### config.mk
export PLATFORM = sky130hd
export DESIGN_NAME = i2c_bus_condition_sequencer
export DESIGN_NICKNAME = d
export VERILOG_FILES = /design/src/logic/bus_seq_pkg.sv /design/src/logic/i2c_bus_condition_sequencer.sv
export SDC_FILE = /design/constraint.sdc
export NUM_CORES = 1
export LEC_CHECK = 0
export BUFFER_PORTS_ARGS = -buffer_cell sky130_fd_sc_hd__buf_2
export CAP_MARGIN = 20
export CORE_MARGIN = 1
export CORE_UTILIZATION = 30
export CTS_BUF_LIST = sky130_fd_sc_hd__clkbuf_2
export CTS_CLUSTER_SIZE = 24
export DETAILED_ROUTE_END_ITERATION = 8
export PLACE_DENSITY = 0.53
export SLEW_MARGIN = 20
export SYNTH_ARGS = -nofsm -noshare
export SYNTH_HDL_FRONTEND = slang
export SYNTH_SLANG_ARGS = --single-unit
export TNS_END_PERCENT = 1
### constraint.sdc
create_clock -name core_clk -period 2.55 [get_ports core_clk]
set_input_delay 0.1275 -clock core_clk [delete_from_list [all_inputs] [get_ports core_clk]]
set_output_delay 0.1275 -clock core_clk [all_outputs]
set_load 0.01 [all_outputs]
### src/logic/bus_seq_pkg.sv
// shared constants and types for the bus condition sequencer
package bus_seq_pkg;
	localparam int BAUD_W = 8;
	localparam logic [BAUD_W-1:0] BAUD_RESET = 8'h00;
	localparam logic [BAUD_W-1:0] BAUD_ONE = 8'h01;
	localparam logic [6:0] ADDR_RESET = 7'h00;
	localparam logic [4:0] HIGH_ADDR_MARK = 5'h1E;
	typedef struct packed {
		logic repeated_start_request;
		logic ack_sequence_enable;
		logic stop_request;
	} seq_req_t;
	typedef struct packed {
		logic start_seen;
		logic stop_seen;
	} cond_t;
endpackage : bus_seq_pkg

### src/logic/i2c_bus_condition_sequencer.sv
// bus condition detection and controller restart/ack/stop sequencing
// Notes on behaviour
// - start is SDA falling while SCL high
// - stop valid only after an SCL low
// - restart resets target logic like a start
// - 10-bit read needs restart with high byte
// - prior-match flag held until stop or mismatch
// - enable bits add start/stop target interrupts
// - restart: SCL low, release SDA one period
// - release SCL, both high, SDA low period
// - restart request self-clears, SDA stays low
// - start status immediate, irq after timeout
// - restart request ignored while busy
// - restart collision on SDA low or SCL low
// - ack: SCL low, drive ack bit, one period
// - after SCL high, one period, go idle
// - buffer write during ack/stop sets collision
// - stop: drive SDA low, reload generator
// - release SCL, then SDA, flag stop seen
// - one period later clear stop, set irq
`timescale 1ns/1ps
module i2c_bus_condition_sequencer
	import bus_seq_pkg::*;
(
	input wire logic core_clk,
	input wire logic rst_n,
	input wire logic bus_clock_pin_in,
	output logic bus_clock_pin_out,
	output logic bus_clock_pin_oe_n,
	input wire logic bus_data_pin_in,
	output logic bus_data_pin_out,
	output logic bus_data_pin_oe_n,
	input wire logic [BAUD_W-1:0] baud_reload,
	input wire seq_req_t req_set,
	input wire logic ack_data_bit,
	input wire logic buffer_write,
	input wire logic [7:0] buffer_wdata,
	input wire logic target_mode,
	input wire logic target_native_irq,
	input wire logic start_irq_enable,
	input wire logic stop_irq_enable,
	input wire logic addr_byte_valid,
	input wire logic addr_byte_first,
	input wire logic [7:0] addr_byte,
	input wire logic [9:0] own_address,
	input wire logic flag_clear,
	output seq_req_t req_status,
	output cond_t port_status_reg,
	output logic port_irq_flag,
	output logic bus_collision,
	output logic write_collision_flag,
	output logic [7:0] transmit_buffer,
	output logic prior_match,
	output logic target_reset
);
	typedef enum logic [3:0] {
		IDLE, RS_LOW, RS_SDA_HI, RS_SCL_HI, RS_SDA_LO, AK_LOW, AK_WAIT, AK_HI,
		PS_SDA_LO, PS_SCL_HI, PS_SDA_HI, PS_DONE
	} seq_state_t;

	////////////////////////////////////////////////////////////////
	logic scl_s1_reg, scl_reg, sda_s1_reg, sda_reg, scl_d_reg, sda_d_reg;
	always_ff @(posedge core_clk or negedge rst_n)
		if (!rst_n)
		begin
			scl_s1_reg <= 1'b1;
			scl_reg <= 1'b1;
			sda_s1_reg <= 1'b1;
			sda_reg <= 1'b1;
			scl_d_reg <= 1'b1;
			sda_d_reg <= 1'b1;
		end
		else
		begin
			scl_s1_reg <= bus_clock_pin_in;
			scl_reg <= scl_s1_reg;
			sda_s1_reg <= bus_data_pin_in;
			sda_reg <= sda_s1_reg;
			scl_d_reg <= scl_reg;
			sda_d_reg <= sda_reg;
		end

	wire start_det = sda_d_reg && !sda_reg && scl_reg && scl_d_reg;
	wire stop_edge = !sda_d_reg && sda_reg && scl_reg && scl_d_reg;
	logic scl_low_seen_reg;
	// a start alone does not arm stop detection; SCL must go low first
	wire stop_det = stop_edge && scl_low_seen_reg;
	always_ff @(posedge core_clk or negedge rst_n)
		if (!rst_n)
			scl_low_seen_reg <= 1'b0;
		else if (start_det || stop_det)
			scl_low_seen_reg <= 1'b0;
		else if (!scl_reg)
			scl_low_seen_reg <= 1'b1;

	////////////////////////////////////////////////////////////////
	logic [BAUD_W-1:0] baud_cnt_reg;
	logic baud_run_reg;
	seq_state_t state_reg, state_next;
	logic baud_load;
	wire baud_tick = baud_run_reg && (baud_cnt_reg == BAUD_ONE);
	always_ff @(posedge core_clk or negedge rst_n)
		if (!rst_n)
		begin
			baud_cnt_reg <= BAUD_RESET;
			baud_run_reg <= 1'b0;
		end
		else if (baud_load)
		begin
			baud_cnt_reg <= baud_reload;
			baud_run_reg <= 1'b1;
		end
		else if (baud_tick || state_next == IDLE)
			baud_run_reg <= 1'b0;
		else if (baud_run_reg)
			baud_cnt_reg <= baud_cnt_reg - BAUD_ONE;

	////////////////////////////////////////////////////////////////
	seq_req_t req_reg;
	logic scl_drv_low, sda_drv_low, clr_rs, clr_ack, clr_stop, irq_set, bcol_set;
	logic stop_seen_seq_reg;
	wire idle = state_reg == IDLE;
	always_comb
	begin
		state_next = state_reg;
		baud_load = 1'b0;
		scl_drv_low = 1'b0;
		sda_drv_low = 1'b0;
		clr_rs = 1'b0;
		clr_ack = 1'b0;
		clr_stop = 1'b0;
		irq_set = 1'b0;
		bcol_set = 1'b0;
		unique case (state_reg)
			IDLE:
				if (req_reg.repeated_start_request)
					state_next = RS_LOW;
				else if (req_reg.ack_sequence_enable)
				begin
					state_next = AK_LOW;
					baud_load = 1'b1;
				end
				else if (req_reg.stop_request)
					state_next = PS_SDA_LO;
			RS_LOW:
			begin
				scl_drv_low = 1'b1;
				if (!scl_reg && !baud_run_reg)
					baud_load = 1'b1;
				if (baud_tick && sda_reg)
					state_next = RS_SDA_HI;
			end
			RS_SDA_HI:
				if (scl_reg)
				begin
					state_next = RS_SCL_HI;
					baud_load = 1'b1;
					bcol_set = !sda_reg;
				end
			RS_SCL_HI:
			begin
				if (!scl_reg)
				begin
					bcol_set = 1'b1;
					state_next = IDLE;
					clr_rs = 1'b1;
				end
				else if (!sda_reg)
				begin
					bcol_set = 1'b1;
					state_next = IDLE;
					clr_rs = 1'b1;
				end
				else if (baud_tick)
				begin
					state_next = RS_SDA_LO;
					baud_load = 1'b1;
				end
			end
			RS_SDA_LO:
			begin
				sda_drv_low = 1'b1;
				if (baud_tick)
				begin
					// hold_low takes over from here so SDA stays held low and SCL is pulled low
					clr_rs = 1'b1;
					irq_set = 1'b1;
					state_next = IDLE;
				end
			end
			AK_LOW:
			begin
				scl_drv_low = 1'b1;
				sda_drv_low = !ack_data_bit;
				if (baud_tick)
					state_next = AK_WAIT;
			end
			AK_WAIT:
			begin
				sda_drv_low = !ack_data_bit;
				if (scl_reg)
				begin
					baud_load = 1'b1;
					state_next = AK_HI;
				end
			end
			AK_HI:
			begin
				sda_drv_low = !ack_data_bit;
				if (baud_tick)
				begin
					clr_ack = 1'b1;
					irq_set = 1'b1;
					state_next = IDLE;
				end
			end
			PS_SDA_LO:
			begin
				scl_drv_low = 1'b1;
				sda_drv_low = 1'b1;
				if (!sda_reg && !baud_run_reg)
					baud_load = 1'b1;
				if (baud_tick)
				begin
					state_next = PS_SCL_HI;
					baud_load = 1'b1;
				end
			end
			PS_SCL_HI:
			begin
				sda_drv_low = 1'b1;
				if (baud_tick)
					state_next = PS_SDA_HI;
			end
			PS_SDA_HI:
				if (stop_seen_seq_reg)
				begin
					baud_load = 1'b1;
					state_next = PS_DONE;
				end
			PS_DONE:
				if (baud_tick)
				begin
					clr_stop = 1'b1;
					irq_set = 1'b1;
					state_next = IDLE;
				end
			default:
				state_next = IDLE;
		endcase
	end

	always_ff @(posedge core_clk or negedge rst_n)
		if (!rst_n)
			state_reg <= IDLE;
		else
			state_reg <= state_next;

	// restart taken only when idle and nothing else pending
	wire rs_accept = req_set.repeated_start_request && idle
		&& !req_reg.ack_sequence_enable && !req_reg.stop_request;
	always_ff @(posedge core_clk or negedge rst_n)
		if (!rst_n)
			req_reg <= '0;
		else
		begin
			req_reg.repeated_start_request <= rs_accept
				|| (req_reg.repeated_start_request && !clr_rs);
			req_reg.ack_sequence_enable <= (req_set.ack_sequence_enable && idle)
				|| (req_reg.ack_sequence_enable && !clr_ack);
			req_reg.stop_request <= (req_set.stop_request && idle)
				|| (req_reg.stop_request && !clr_stop);
		end

	always_ff @(posedge core_clk or negedge rst_n)
		if (!rst_n)
			stop_seen_seq_reg <= 1'b0;
		else
			stop_seen_seq_reg <= state_reg == PS_SDA_HI && sda_reg && scl_reg;

	////////////////////////////////////////////////////////////////
	wire ack_or_stop_busy = req_reg.ack_sequence_enable || req_reg.stop_request;
	wire write_collision_flag_set = buffer_write && ack_or_stop_busy;
	wire cond_irq = target_mode && !target_native_irq
		&& ((start_det && start_irq_enable) || (stop_det && stop_irq_enable));
	always_ff @(posedge core_clk or negedge rst_n)
		if (!rst_n)
		begin
			port_status_reg <= '0;
			port_irq_flag <= 1'b0;
			bus_collision <= 1'b0;
			write_collision_flag <= 1'b0;
			transmit_buffer <= 8'h00;
			target_reset <= 1'b0;
		end
		else
		begin
			// sets win over a simultaneous clear
			port_status_reg.start_seen <= start_det || (port_status_reg.start_seen
				&& !stop_det);
			port_status_reg.stop_seen <= stop_det || (port_status_reg.stop_seen
				&& !start_det);
			port_irq_flag <= irq_set || cond_irq || (port_irq_flag && !flag_clear);
			bus_collision <= bcol_set || (bus_collision && !flag_clear);
			write_collision_flag <= write_collision_flag_set || (write_collision_flag && !flag_clear);
			if (buffer_write && !ack_or_stop_busy)
				transmit_buffer <= buffer_wdata;
			target_reset <= start_det;
		end

	////////////////////////////////////////////////////////////////
	// restart and start look alike on the wire, so both reset target state
	wire hi_byte = addr_byte[7:3] == HIGH_ADDR_MARK;
	wire hi_match = hi_byte && addr_byte[2:1] == own_address[9:8];
	logic hi_ok_reg;
	always_ff @(posedge core_clk or negedge rst_n)
		if (!rst_n)
		begin
			hi_ok_reg <= 1'b0;
			prior_match <= 1'b0;
		end
		else if (stop_det)
		begin
			hi_ok_reg <= 1'b0;
			prior_match <= 1'b0;
		end
		else if (start_det)
			hi_ok_reg <= 1'b0;
		else if (addr_byte_valid && addr_byte_first)
		begin
			hi_ok_reg <= hi_match && !addr_byte[0];
			if (!hi_match || !addr_byte[0])
				prior_match <= 1'b0;
		end
		else if (addr_byte_valid && hi_ok_reg && addr_byte == own_address[7:0])
			prior_match <= 1'b1;

	////////////////////////////////////////////////////////////////
	logic scl_oe_n_reg, sda_oe_n_reg;
	logic held_reg;
	// a finished restart keeps both lines low until the next sequence takes over
	wire hold_low = (state_reg == RS_SDA_LO && baud_tick) || (held_reg && idle);
	always_ff @(posedge core_clk or negedge rst_n)
		if (!rst_n)
		begin
			scl_oe_n_reg <= 1'b1;
			sda_oe_n_reg <= 1'b1;
			held_reg <= 1'b0;
		end
		else
		begin
			scl_oe_n_reg <= !(scl_drv_low || hold_low);
			sda_oe_n_reg <= !(sda_drv_low || hold_low);
			held_reg <= hold_low;
		end
	always_comb
	begin
		bus_clock_pin_oe_n = scl_oe_n_reg;
		bus_data_pin_oe_n = sda_oe_n_reg;
		bus_clock_pin_out = 1'b0;
		bus_data_pin_out = 1'b0;
		req_status = req_reg;
	end

	////////////////////////////////////////////////////////////////
	a_start_status: assert property (@(posedge core_clk) disable iff (!rst_n)
		start_det |=> port_status_reg.start_seen) else $error("start not flagged");
	a_stop_needs_low: assert property (@(posedge core_clk) disable iff (!rst_n)
		stop_det |-> $past(scl_low_seen_reg)) else $error("stop without low");
	a_rs_ignored: assert property (@(posedge core_clk) disable iff (!rst_n)
		(req_set.repeated_start_request && !idle && !req_reg.repeated_start_request)
		|=> !req_reg.repeated_start_request) else $error("busy restart taken");
	a_write_collision_flag_keep: assert property (@(posedge core_clk) disable iff (!rst_n)
		write_collision_flag_set |=> write_collision_flag && $stable(transmit_buffer))
		else $error("write collision missed");
	a_rs_scl_low: assert property (@(posedge core_clk) disable iff (!rst_n)
		state_reg == RS_LOW |=> !bus_clock_pin_oe_n) else $error("scl not low");
	a_rs_done: assert property (@(posedge core_clk) disable iff (!rst_n)
		(state_reg == RS_SDA_LO && baud_tick) |=> !req_reg.repeated_start_request
		&& port_irq_flag && !bus_data_pin_oe_n) else $error("restart end wrong");
	a_ack_done: assert property (@(posedge core_clk) disable iff (!rst_n)
		(state_reg == AK_HI && baud_tick) |=> !req_reg.ack_sequence_enable
		&& idle) else $error("ack end wrong");
	a_stop_done: assert property (@(posedge core_clk) disable iff (!rst_n)
		(state_reg == PS_DONE && baud_tick) |=> !req_reg.stop_request
		&& port_irq_flag) else $error("stop end wrong");
	a_baud_load: assert property (@(posedge core_clk) disable iff (!rst_n)
		baud_load |=> baud_cnt_reg == $past(baud_reload)) else $error("no reload");
	a_rs_coll: assert property (@(posedge core_clk) disable iff (!rst_n)
		(state_reg == RS_SCL_HI && !scl_reg) |=> bus_collision)
		else $error("collision missed");
endmodule : i2c_bus_condition_sequencer

==> flow_metrics.py, run 1 <==
metrics = {
    "outcome": {
        "outcome": "completed",
    },
    "placed_design": {
        "io_buffer_count": 69,
        "globalplace.congestion": 0.830,
        "dpl.hpwl_mm": 4.13,
        "dp_cells": 413,
    },
    "clock_tree": {
        "cts_tree": "yes",
        "cts_buffer_depth": 2,
        "cts.sinks": 43,
        "cts-buffers-inserted": 5,
        "path_clk_slew_ps": 230,
        "clk_latency_ps": 430,
        "clockRootBuffer": "clkbuf_2",
        "h-tree-depth": 2,
    },
    "floorplanning": {
        "num_io_pins": 72,
        "fp.dieH_um": 89.3,
        "dieArea_mm2": 0.00797,
        "die_width_um": 89.3,
        "floorplan.initialDensity": 0.313,
        "rows": 31,
        "core_mm2": 0.00729,
    },
    "layout": {
        "nFillCells": 748,
        "seq_area_mm2": 0.00109,
        "multi_input_area_mm2": 0.00114,
        "nNetsFinal": 407,
        "final_cell_mix": "69 x buf_2, 35 x dfrtp_1, 30 x dlygate4sd3_1, 29 x buf_4, 24 x nor2_1",
        "final_cells": 455,
        "drive_above_1_share": 0.402,
        "diodes": 0,
        "final_common_cell": "buf_2",
        "synthToLayoutAreaGrowth_pct": 44.4,
    },
    "logic_synthesis": {
        "synthCells": 230,
        "ys_types": 55,
        "synth_area_mm2": 0.00229,
        "synth_edf_count": 0,
        "muxShareOfSynthArea": 0.0531,
        "synthFlopType": "dfrtp_1",
        "synth_fa_ha_area_frac": 0.0109,
        "synth-simple-area-share": 0.234,
        "synth_compound_area_frac": 0.140,
        "async_reset_ff_frac": 1.00,
        "synth_top_family_by_area": "simple AND/OR/NAND/NOR gates",
        "ys_seq_area_frac": 0.475,
        "synth_seq_cells": 43,
        "synth_xor_area_frac": 0.0383,
        "yosysWarnings": 0,
        "postSynthAreaPerCell_um2": 9.94,
    },
    "worst_setup_path": {
        "start_kind": "register",
        "cp_data_required_time_ps": 2920,
        "cp-end-kind": "register",
        "r2r_cells": 7,
        "critical_path_peak_fanout": 6,
        "reg2reg_slack_ps": 10,
        "arrival_ps": 2910,
        "rr_startpoint": "baud_cnt_reg[5]",
        "path_class": "reg -> reg",
        "rr_endpoint": "baud_cnt_reg[4]",
    },
    "drt": {
        "ant_nets": 0,
        "vias_per_cell": 4.84,
        "drtIter0Drc": 118,
        "routedWlPerCell_um": 13.0,
        "drc": 0,
        "vias": 2202,
        "wirelength_mm": 5.90,
        "drt_pass1_iterations": 4,
    },
    "sta": {
        "fin_skew_ps": 17.2,
        "finalCritPeriodShare": 0.994,
        "min_period_ps": 2540,
        "setup_viol": 0,
        "rsz0062_at_grt": "true",
        "worstMarginPinSlew_ps": 566,
        "hold_viol_final": 0,
        "fmax_mhz": 394,
        "setup_tns_ps": 0,
        "slew_headroom": 0.623,
        "holdWs_ps": 61.2,
        "slew_violations": 0,
    },
    "power_and_ir_drop": {
        "leakagePower_nw": 1.54,
        "cellPowerDensity_mw_per_mm2": 755,
        "vdd_ir_drop_max_uv": 303,
    },
    "grt": {
        "antenna_found_initial": 0,
        "grtUsageTotal": 0.151,
        "grt_pass1_vias": 2018,
        "grt_max_degree": 44,
        "grt_overflow": 0,
        "grt_pass1_wl_mm": 9.24,
    },
    "min_path": {
        "whs_path_depth": 4,
        "hp-start": "addr_byte[0]",
        "hold_path_class": "in -> reg",
        "whs_endpoint": "hi_ok_reg",
    },
    "job": {
        "cap_violations": 0,
    },
}
==> where the power goes <==
group | total, mW | switching (mW) | internal [mW]
registers | 1.01 | 0.147 | 0.868
clock network | 0.321 | 0.250 | 0.0711
logic | 1.16 | 0.575 | 0.583
==> final cells by class <==
class / instances / area share
Clock buffer: 5 / 0.00758
Clock inverter: 3 / 0.00758
Inverter: 7 / 0.00796
Multi-Input combinational cell: 169 / 0.346
Sequential cell: 43 / 0.329
Tap cell: 99 / 0.0375
Timing Repair Buffer: 129 / 0.265
==> layer usage <==
| metal | global-route usage | part of all wire | up-vias | wire length [um] |
|---|---|---|---|---|
| met5 | 0 | 0 | - | 0 |
| met4 | 0.0491 | 0.012 | 0 | 68 |
| met3 | 0.0295 | 0.050 | 4 | 296 |
| met2 | 0.251 | 0.48 | 76 | 2820 |
| met1 | 0.200 | 0.46 | 1031 | 2720 |
| li1 | - | - | 1091 | - |
==> logic make-up after synthesis <==
kind of cell | Yosys count
flip-flops | 43
AND/OR/NAND/NOR | 96
other | 1
XOR/XNOR | 10
buffers and inverters | 19
multiplexers | 11
adder cells (fa/ha/maj) | 2
AO/OA/AOI/OAI | 48
==> Yosys cell counts (all sizes together) (2+ instances only) <==
cell    number  share of area
nand3        4         0.0088
o21ai       15          0.033
dfrtp       35           0.38
dfstp        8          0.092
nor3        11          0.024
nor2        24          0.039
mux2i        2         0.0088
nand2b       2         0.0055
a31oi        9          0.025
o31ai        4          0.013
o211ai       3          0.012
xnor2        8          0.031
a22oi        2         0.0066
nand3b       2         0.0066
or3          8          0.022
and2         2         0.0055
inv          7          0.011
mux2         9          0.044
a21o         2         0.0071
buf          6          0.022
nand4        6          0.016
xor2         2         0.0077
a21oi        4         0.0088
nor3b        2         0.0066
o311ai       2         0.0077
nor4         4          0.018
or2b         3          0.011
nand2       15          0.025
or2          3         0.0082
o22ai        2         0.0055
clkbuf       5         0.0082
ha           2          0.011
or4          4          0.015
==> repair_timing <==
action	4_1_cts	5_1_grt
endpoints found under the hold margin	61	0
hold buffers	30	0
setup endpoints to repair	0	9
buffers inserted	0	3
gates resized for setup	0	11
==> how the worst max path moves through the flow <==
stage                    startpoint              end  slack (ps)
floorplan           baud_cnt_reg[2]  baud_cnt_reg[7]          90
global placement    baud_cnt_reg[1]  baud_cnt_reg[1]         110
detailed placement  baud_cnt_reg[1]  baud_cnt_reg[0]          50
CTS                 baud_cnt_reg[1]  baud_cnt_reg[0]           3
global route        baud_cnt_reg[1]  baud_cnt_reg[4]        -110
finish              baud_cnt_reg[5]  baud_cnt_reg[4]          10
==> metrics by stage <==
step	setup WS, ps	cell area [um^2]	power [mW]	util
after floorplan	90.7	2290	1.66	-
after global placement	110	2870	2.07	0.394
after detailed placement	45.5	2870	2.07	0.394
after CTS	2.57	3220	2.44	0.442
after global routing	-108	3300	2.68	0.453
final	14.4	3300	2.49	0.453
==> worst max-delay path: stages, from the launching register on <==
cell and delay, ps:
dfrtp_1 450, or4_4 570, or4_4 550, o211ai_4 110, nor4_4 90, buf_4 170, or3_1 360, a31oi_1 170
No activity file was read; power rests on OpenSTA's default activity.
==> run 2: changes to the inputs <==
--- a/config.mk
+++ b/config.mk
@@ -12,7 +12,6 @@
 export CTS_BUF_LIST = sky130_fd_sc_hd__clkbuf_2
 export CTS_CLUSTER_SIZE = 24
 export DETAILED_ROUTE_END_ITERATION = 8
-export PLACE_DENSITY = 0.53
 export SLEW_MARGIN = 20
 export SYNTH_ARGS = -nofsm -noshare
 export SYNTH_HDL_FRONTEND = slang
==> run 2 against run 1 <==
Worst hold slack worse by 28 ps. Fmax up 0.14%. Count of clock-buffer cells in the layout up 1. Design area down 1.8%. Critical path type unchanged. Highest routed layer unchanged.
==> flow_metrics.py, run 2 (same netlist as run 1, synthesis figures left out) <==
metrics = {
    "outcome": {
        "outcome": "completed",
    },
    "grt": {
        "antenna_found_initial": 0,
        "grtUsageTotal": 0.148,
        "grt_overflow": 0,
        "grt_pass1_wl_mm": 9.03,
        "grt_pass1_vias": 1964,
        "grt_max_degree": 44,
    },
    "sta": {
        "setup_viol": 0,
        "slew_violations": 0,
        "fin_skew_ps": 11.3,
        "setup_slack_ps": 18.0,
        "slew_headroom": 0.331,
        "fmax_mhz": 395,
        "worstMarginPinSlew_ps": 999,
        "finalCritPeriodShare": 0.993,
        "setup_tns_ps": 0,
        "min_period_ps": 2530,
        "rsz0062_at_grt": "true",
        "hold_viol_final": 0,
    },
    "worst_setup_path": {
        "cp_data_required_time_ps": 2890,
        "cp-end-kind": "register",
        "arrival_ps": 2870,
        "critical_path_peak_fanout": 7,
        "path_class": "reg -> reg",
        "start_kind": "register",
    },
    "placed_design": {
        "io_buffer_count": 69,
        "place_area_mm2": 0.00284,
        "dpl.hpwl_mm": 4.11,
        "globalplace.congestion": 0.867,
        "place_ws_ps": -1.83,
    },
    "drt": {
        "drc": 0,
        "routedWlPerCell_um": 12.8,
        "ant_nets": 0,
        "drt_pass1_iterations": 4,
        "vias_per_cell": 4.79,
        "drtIter0Drc": 104,
        "vias": 2131,
        "wirelength_mm": 5.69,
    },
    "clock_tree": {
        "path_clk_slew_ps": 210,
        "cts.sinks": 43,
        "cts_buffer_depth": 2,
        "clockRootBuffer": "clkbuf_2",
        "cts_tree": "yes",
        "cts-buffers-inserted": 5,
        "h-tree-depth": 2,
        "clk_latency_ps": 410,
    },
    "floorplanning": {
        "rows": 31,
        "fp.dieH_um": 89.3,
        "core_mm2": 0.00729,
        "die_width_um": 89.3,
        "floorplan.initialDensity": 0.313,
        "dieArea_mm2": 0.00797,
        "num_io_pins": 72,
    },
    "power_and_ir_drop": {
        "leakagePower_nw": 1.52,
        "seqPwrFrac": 0.386,
        "clock_power_share": 0.190,
        "vdd_ir_drop_max_uv": 330,
        "cellPowerDensity_mw_per_mm2": 803,
        "intPower_mw": 1.68,
        "comb_power_share": 0.424,
        "swShare": 0.357,
        "switchingPower_uw": 928,
    },
    "layout": {
        "final_common_cell": "buf_2",
        "multi_input_area_mm2": 0.00113,
        "seq_area_mm2": 0.00109,
        "nNetsFinal": 397,
        "nFillCells": 729,
        "synthToLayoutAreaGrowth_pct": 41.9,
        "final_cell_area_mm2": 0.00324,
        "final_cell_mix": "69 x buf_2, 35 x dfrtp_1, 28 x dlygate4sd3_1, 24 x nor2_1, 22 x buf_4",
        "diodes": 0,
        "drive_above_1_share": 0.387,
    },
    "min_path": {
        "hold_path_class": "in -> reg",
    },
    "job": {
        "cap_violations": 0,
    },
}
-- run 2: cell count changes in the layout (fill, tap and decap cells not counted), moves of 2 or more --
cell | previous run | this run
dlygate4sd3_1 | 30 | 28
clkinv_4 | 2 | 0
buf_4 | 29 | 22
bufinv_16 | 0 | 2
-- run 2: worst paths after layout --
kind,startpoint,endpoint,slack (ps),cells after the start
min in group asynchronous,rst_n,transmit_buffer[6],380,2
worst max register to register,baud_cnt_reg[1],baud_cnt_reg[1],20,9
worst min register to register,scl_s1_reg,scl_reg,370,0
worst max-delay path,baud_cnt_reg[1],baud_cnt_reg[1],20,9
worst min-delay path,addr_byte_valid,prior_match,30,4
max in group asynchronous,rst_n,stop_seen_seq_reg,1580,2
-- run 2: power groups by stage --
stage / Combinational, mW / Clock, mW / Sequential [mW]
2_1_floorplan: 0.631 / 0 / 1.02
3_3_place_gp: 1.00 / 0 / 1.01
3_5_place_dp: 1.02 / 0 / 1.01
4_1_cts: 1.07 / 0.507 / 1.00
5_1_grt: 1.22 / 0.536 / 1.03
6_report: 1.10 / 0.494 / 1.01
-- run 2: area by class of cell --
type | count | area share
Sequential cell | 43 | 0.335
Clock buffer | 6 | 0.00926
Inverter | 7 | 0.00810
Multi-Input combinational cell | 169 | 0.347
Timing Repair Buffer | 119 | 0.244
Clock inverter | 2 | 0.0185
Tap cell | 99 | 0.0382
-- run 2: critical path, cell delays in order (launching register included) --
cell and delay, ps:
dfrtp_1 420, inv_1 70, ha_1 150, or4bb_4 510, or4_4 440, o211ai_2 100
nor4_4 100, buf_4 170, or3_1 350, a31oi_1 170
-- run 2: metrics by stage --
stage | hold WS [ps] | power, mW | utilization | std cells
5_1_grt | 21.6 | 2.79 | 0.445 | 445
2_1_floorplan | -168 | 1.66 | - | 231
3_3_place_gp | 236 | 2.02 | 0.389 | 408
4_1_cts | 4.25 | 2.58 | 0.440 | 444
6_report | 33.1 | 2.60 | 0.445 | 445
3_5_place_dp | 234 | 2.04 | 0.389 | 408
-- run 2: timing repair --
action,CTS,global route
buffers inserted,1,0
pin swaps,3,2
hold buffers,27,1
gates cloned,0,0
endpoints found under the setup margin,6,9
hold endpoints to repair,60,1
resized for setup,1,5
-- run 2: routing by layer --
layer | vias to the layer above | track usage | wire length (um)
met2 | 68 | 0.232 | 2710
met5 | - | 0 | 0
li1 | 1061 | - | -
met1 | 994 | 0.197 | 2570
met3 | 8 | 0.0406 | 327
met4 | 0 | 0.0548 | 84
==> run 3: changes to the inputs <==
--- a/config.mk
+++ b/config.mk
@@ -9,7 +9,7 @@
 export CAP_MARGIN = 20
 export CORE_MARGIN = 1
 export CORE_UTILIZATION = 30
-export CTS_BUF_LIST = sky130_fd_sc_hd__clkbuf_2
+export CTS_BUF_LIST = sky130_fd_sc_hd__clkbuf_8
 export CTS_CLUSTER_SIZE = 24
 export DETAILED_ROUTE_END_ITERATION = 8
 export SLEW_MARGIN = 20
==> run 3 against run 2 <==
The run now ends with negative hold slack, negative setup slack left. Die area did not move. Via count fell by 2.9%. Fmax fell by 1.2%. Worst hold slack got worse by 60 ps. Power rose by 4.9%. Largest cell class unchanged. Non-clock buffer count fell by 22. Clock skew fell by 8.0 ps. Sequential share of layout area rose by 1.9 points. Design area fell by 5.2%. Global-route usage fell by 0.20 points. Critical endpoint is now baud_cnt_reg[4]. Critical path depth rose by 1.
==> flow_metrics.py, run 3 (same netlist as run 1, synthesis figures left out) <==
metrics = {
    "drt": {
        "drc": 0,
        "ant_nets": 0,
        "drt_pass1_iterations": 4,
        "vias": 2069,
        "drtIter0Drc": 133,
        "vias_per_cell": 4.89,
        "routedWlPerCell_um": 13.0,
        "wirelength_mm": 5.48,
    },
    "sta": {
        "setup_viol": 4,
        "setup_slack_ps": -13.4,
        "slew_headroom": 0.357,
        "rsz0062_at_grt": "true",
        "hold_viol_final": 35,
        "fin_skew_ps": 3.27,
        "min_period_ps": 2560,
        "fmax_mhz": 390,
        "finalCritPeriodShare": 1.01,
        "setup_tns_ps": -31.3,
        "slew_violations": 0,
        "holdWs_ps": -26.7,
        "worstMarginPinSlew_ps": 962,
    },
    "layout": {
        "diodes": 0,
        "final_common_cell": "buf_2",
        "final_cells": 423,
        "drive_above_1_share": 0.426,
        "nFillCells": 737,
        "final_cell_mix": "69 x buf_2, 35 x dfrtp_1, 24 x nor2_1, 24 x buf_4, 15 x nand2_1",
        "synthToLayoutAreaGrowth_pct": 34.4,
        "nNetsFinal": 375,
    },
    "clock_tree": {
        "cts_tree": "yes",
        "clk_latency_ps": 300,
        "cts_buffer_depth": 2,
        "cts.sinks": 43,
        "h-tree-depth": 2,
        "cts-buffers-inserted": 5,
        "path_clk_slew_ps": 80,
        "clockRootBuffer": "clkbuf_8",
    },
    "worst_setup_path": {
        "crit_buf_inv": 3,
        "cp-end-kind": "register",
        "cp_cell_sequence": "inv_2, ha_4, or4bb_4, or4_4, o211ai_4, nor4_4, buf_4, buf_6, or3_1, a31oi_1",
        "slowest_stage": "or4bb_4",
        "cp_slowest_stage_delay_ps": 480,
        "cp_data_required_time_ps": 2780,
        "path_class": "reg -> reg",
        "r2r_cells": 10,
        "start_kind": "register",
        "cp.depth": 10,
        "critical_path_peak_fanout": 5,
        "path_delay_family": "simple AND/OR/NAND/NOR gates",
        "arrival_ps": 2790,
    },
    "floorplanning": {
        "die_width_um": 89.3,
        "core_mm2": 0.00729,
        "fp.dieH_um": 89.3,
        "floorplan.initialDensity": 0.313,
        "dieArea_mm2": 0.00797,
        "num_io_pins": 72,
        "rows": 31,
    },
    "placed_design": {
        "place_ws_ps": -1.83,
        "globalplace.congestion": 0.867,
        "dp_cells": 408,
        "dpl.hpwl_mm": 4.11,
        "io_buffer_count": 69,
    },
    "grt": {
        "grt_pass1_wl_mm": 8.83,
        "antenna_found_initial": 0,
        "grt_max_degree": 44,
        "grtUsageTotal": 0.146,
        "grt_pass1_vias": 1859,
        "grt_overflow": 0,
    },
    "power_and_ir_drop": {
        "vdd_ir_drop_max_uv": 346,
        "cellPowerDensity_mw_per_mm2": 889,
        "clock_power_share": 0.228,
        "leakagePower_nw": 1.43,
        "comb_power_share": 0.400,
        "seqPwrFrac": 0.372,
        "intPower_mw": 1.79,
        "swShare": 0.345,
        "switchingPower_uw": 942,
    },
    "outcome": {
        "outcome": "complete, but fails checks",
        "violations": "negative hold slack, negative setup slack",
    },
    "min_path": {
        "hold_path_class": "in -> async",
    },
    "job": {
        "cap_violations": 0,
    },
}
run 3: changes by cell type in the layout (fill, tap and decap cells not counted), sizes merged:
cell	previous run	this run
dlygate4sd3	28	2
buf	91	95
clkbuf	6	5
inv	7	8
run 3: power by group through the flow:
stage               clock network [mW]  logic (mW)  registers [mW]
floorplan                            0       0.631            1.02
global placement                     0        1.00            1.01
detailed placement                   0        1.02            1.01
CTS                              0.638        1.05            1.00
global route                     0.670        1.21            1.04
finish                           0.624        1.09            1.02
run 3: cell type report:
class	count	area, um^2	share of cell area
Timing Repair Buffer	97	568	0.185
Clock buffer	5	68.8	0.0224
Sequential cell	43	1090	0.353
Tap cell	99	124	0.0403
Inverter	7	26.3	0.00855
Clock inverter	3	63.8	0.0208
Multi-Input combinational cell	169	1140	0.370
run 3: routing by layer:
| metal | vias up | GRT usage | wire (um) |
|---|---|---|---|
| li1 | 1019 | - | - |
| met1 | 975 | 0.197 | 2500 |
| met2 | 68 | 0.219 | 2540 |
| met3 | 7 | 0.0397 | 353 |
| met4 | 0 | 0.0693 | 91 |
| met5 | - | 0 | 0 |
run 3: final timing paths:
| check | from | slack (ps) | endpoint |
|---|---|---|---|
| max in group asynchronous | rst_n | 1990 | bus_collision |
| min reg2reg | sda_s1_reg | 360 | sda_reg |
| max reg2reg | baud_cnt_reg[1] | -10 | baud_cnt_reg[4] |
| min | rst_n | -30 | baud_cnt_reg[5] |
| max | baud_cnt_reg[1] | -10 | baud_cnt_reg[4] |
| min in group core_clk | req_set[1] | 20 | req_status[1] |
run 3: worst register-to-register path, delay by kind of cell (launching register included):
kind | cells | cell delay [ps]
adders and majority gates | 1 | 120
and+or+nand+nor | 4 | 1370
DFF | 1 | 390
AOI/OAI and AO/OA | 2 | 260
buffers and inverters | 3 | 370
run 3: timing repair:
action                     CTS  global route
setup endpoints to repair    4             9
hold endpoints to repair     2             0
hold buffers                 2             0
pin swaps                    0            13
setup buffers                1             4
gates resized for setup      1             9
run 3: through the flow:
stage	cell area, um^2	util	power, mW
6_report	3070	0.421	2.73
3_5_place_dp	2840	0.389	2.04
5_1_grt	3070	0.421	2.92
3_3_place_gp	2840	0.389	2.02
4_1_cts	3000	0.411	2.69
2_1_floorplan	2290	-	1.66
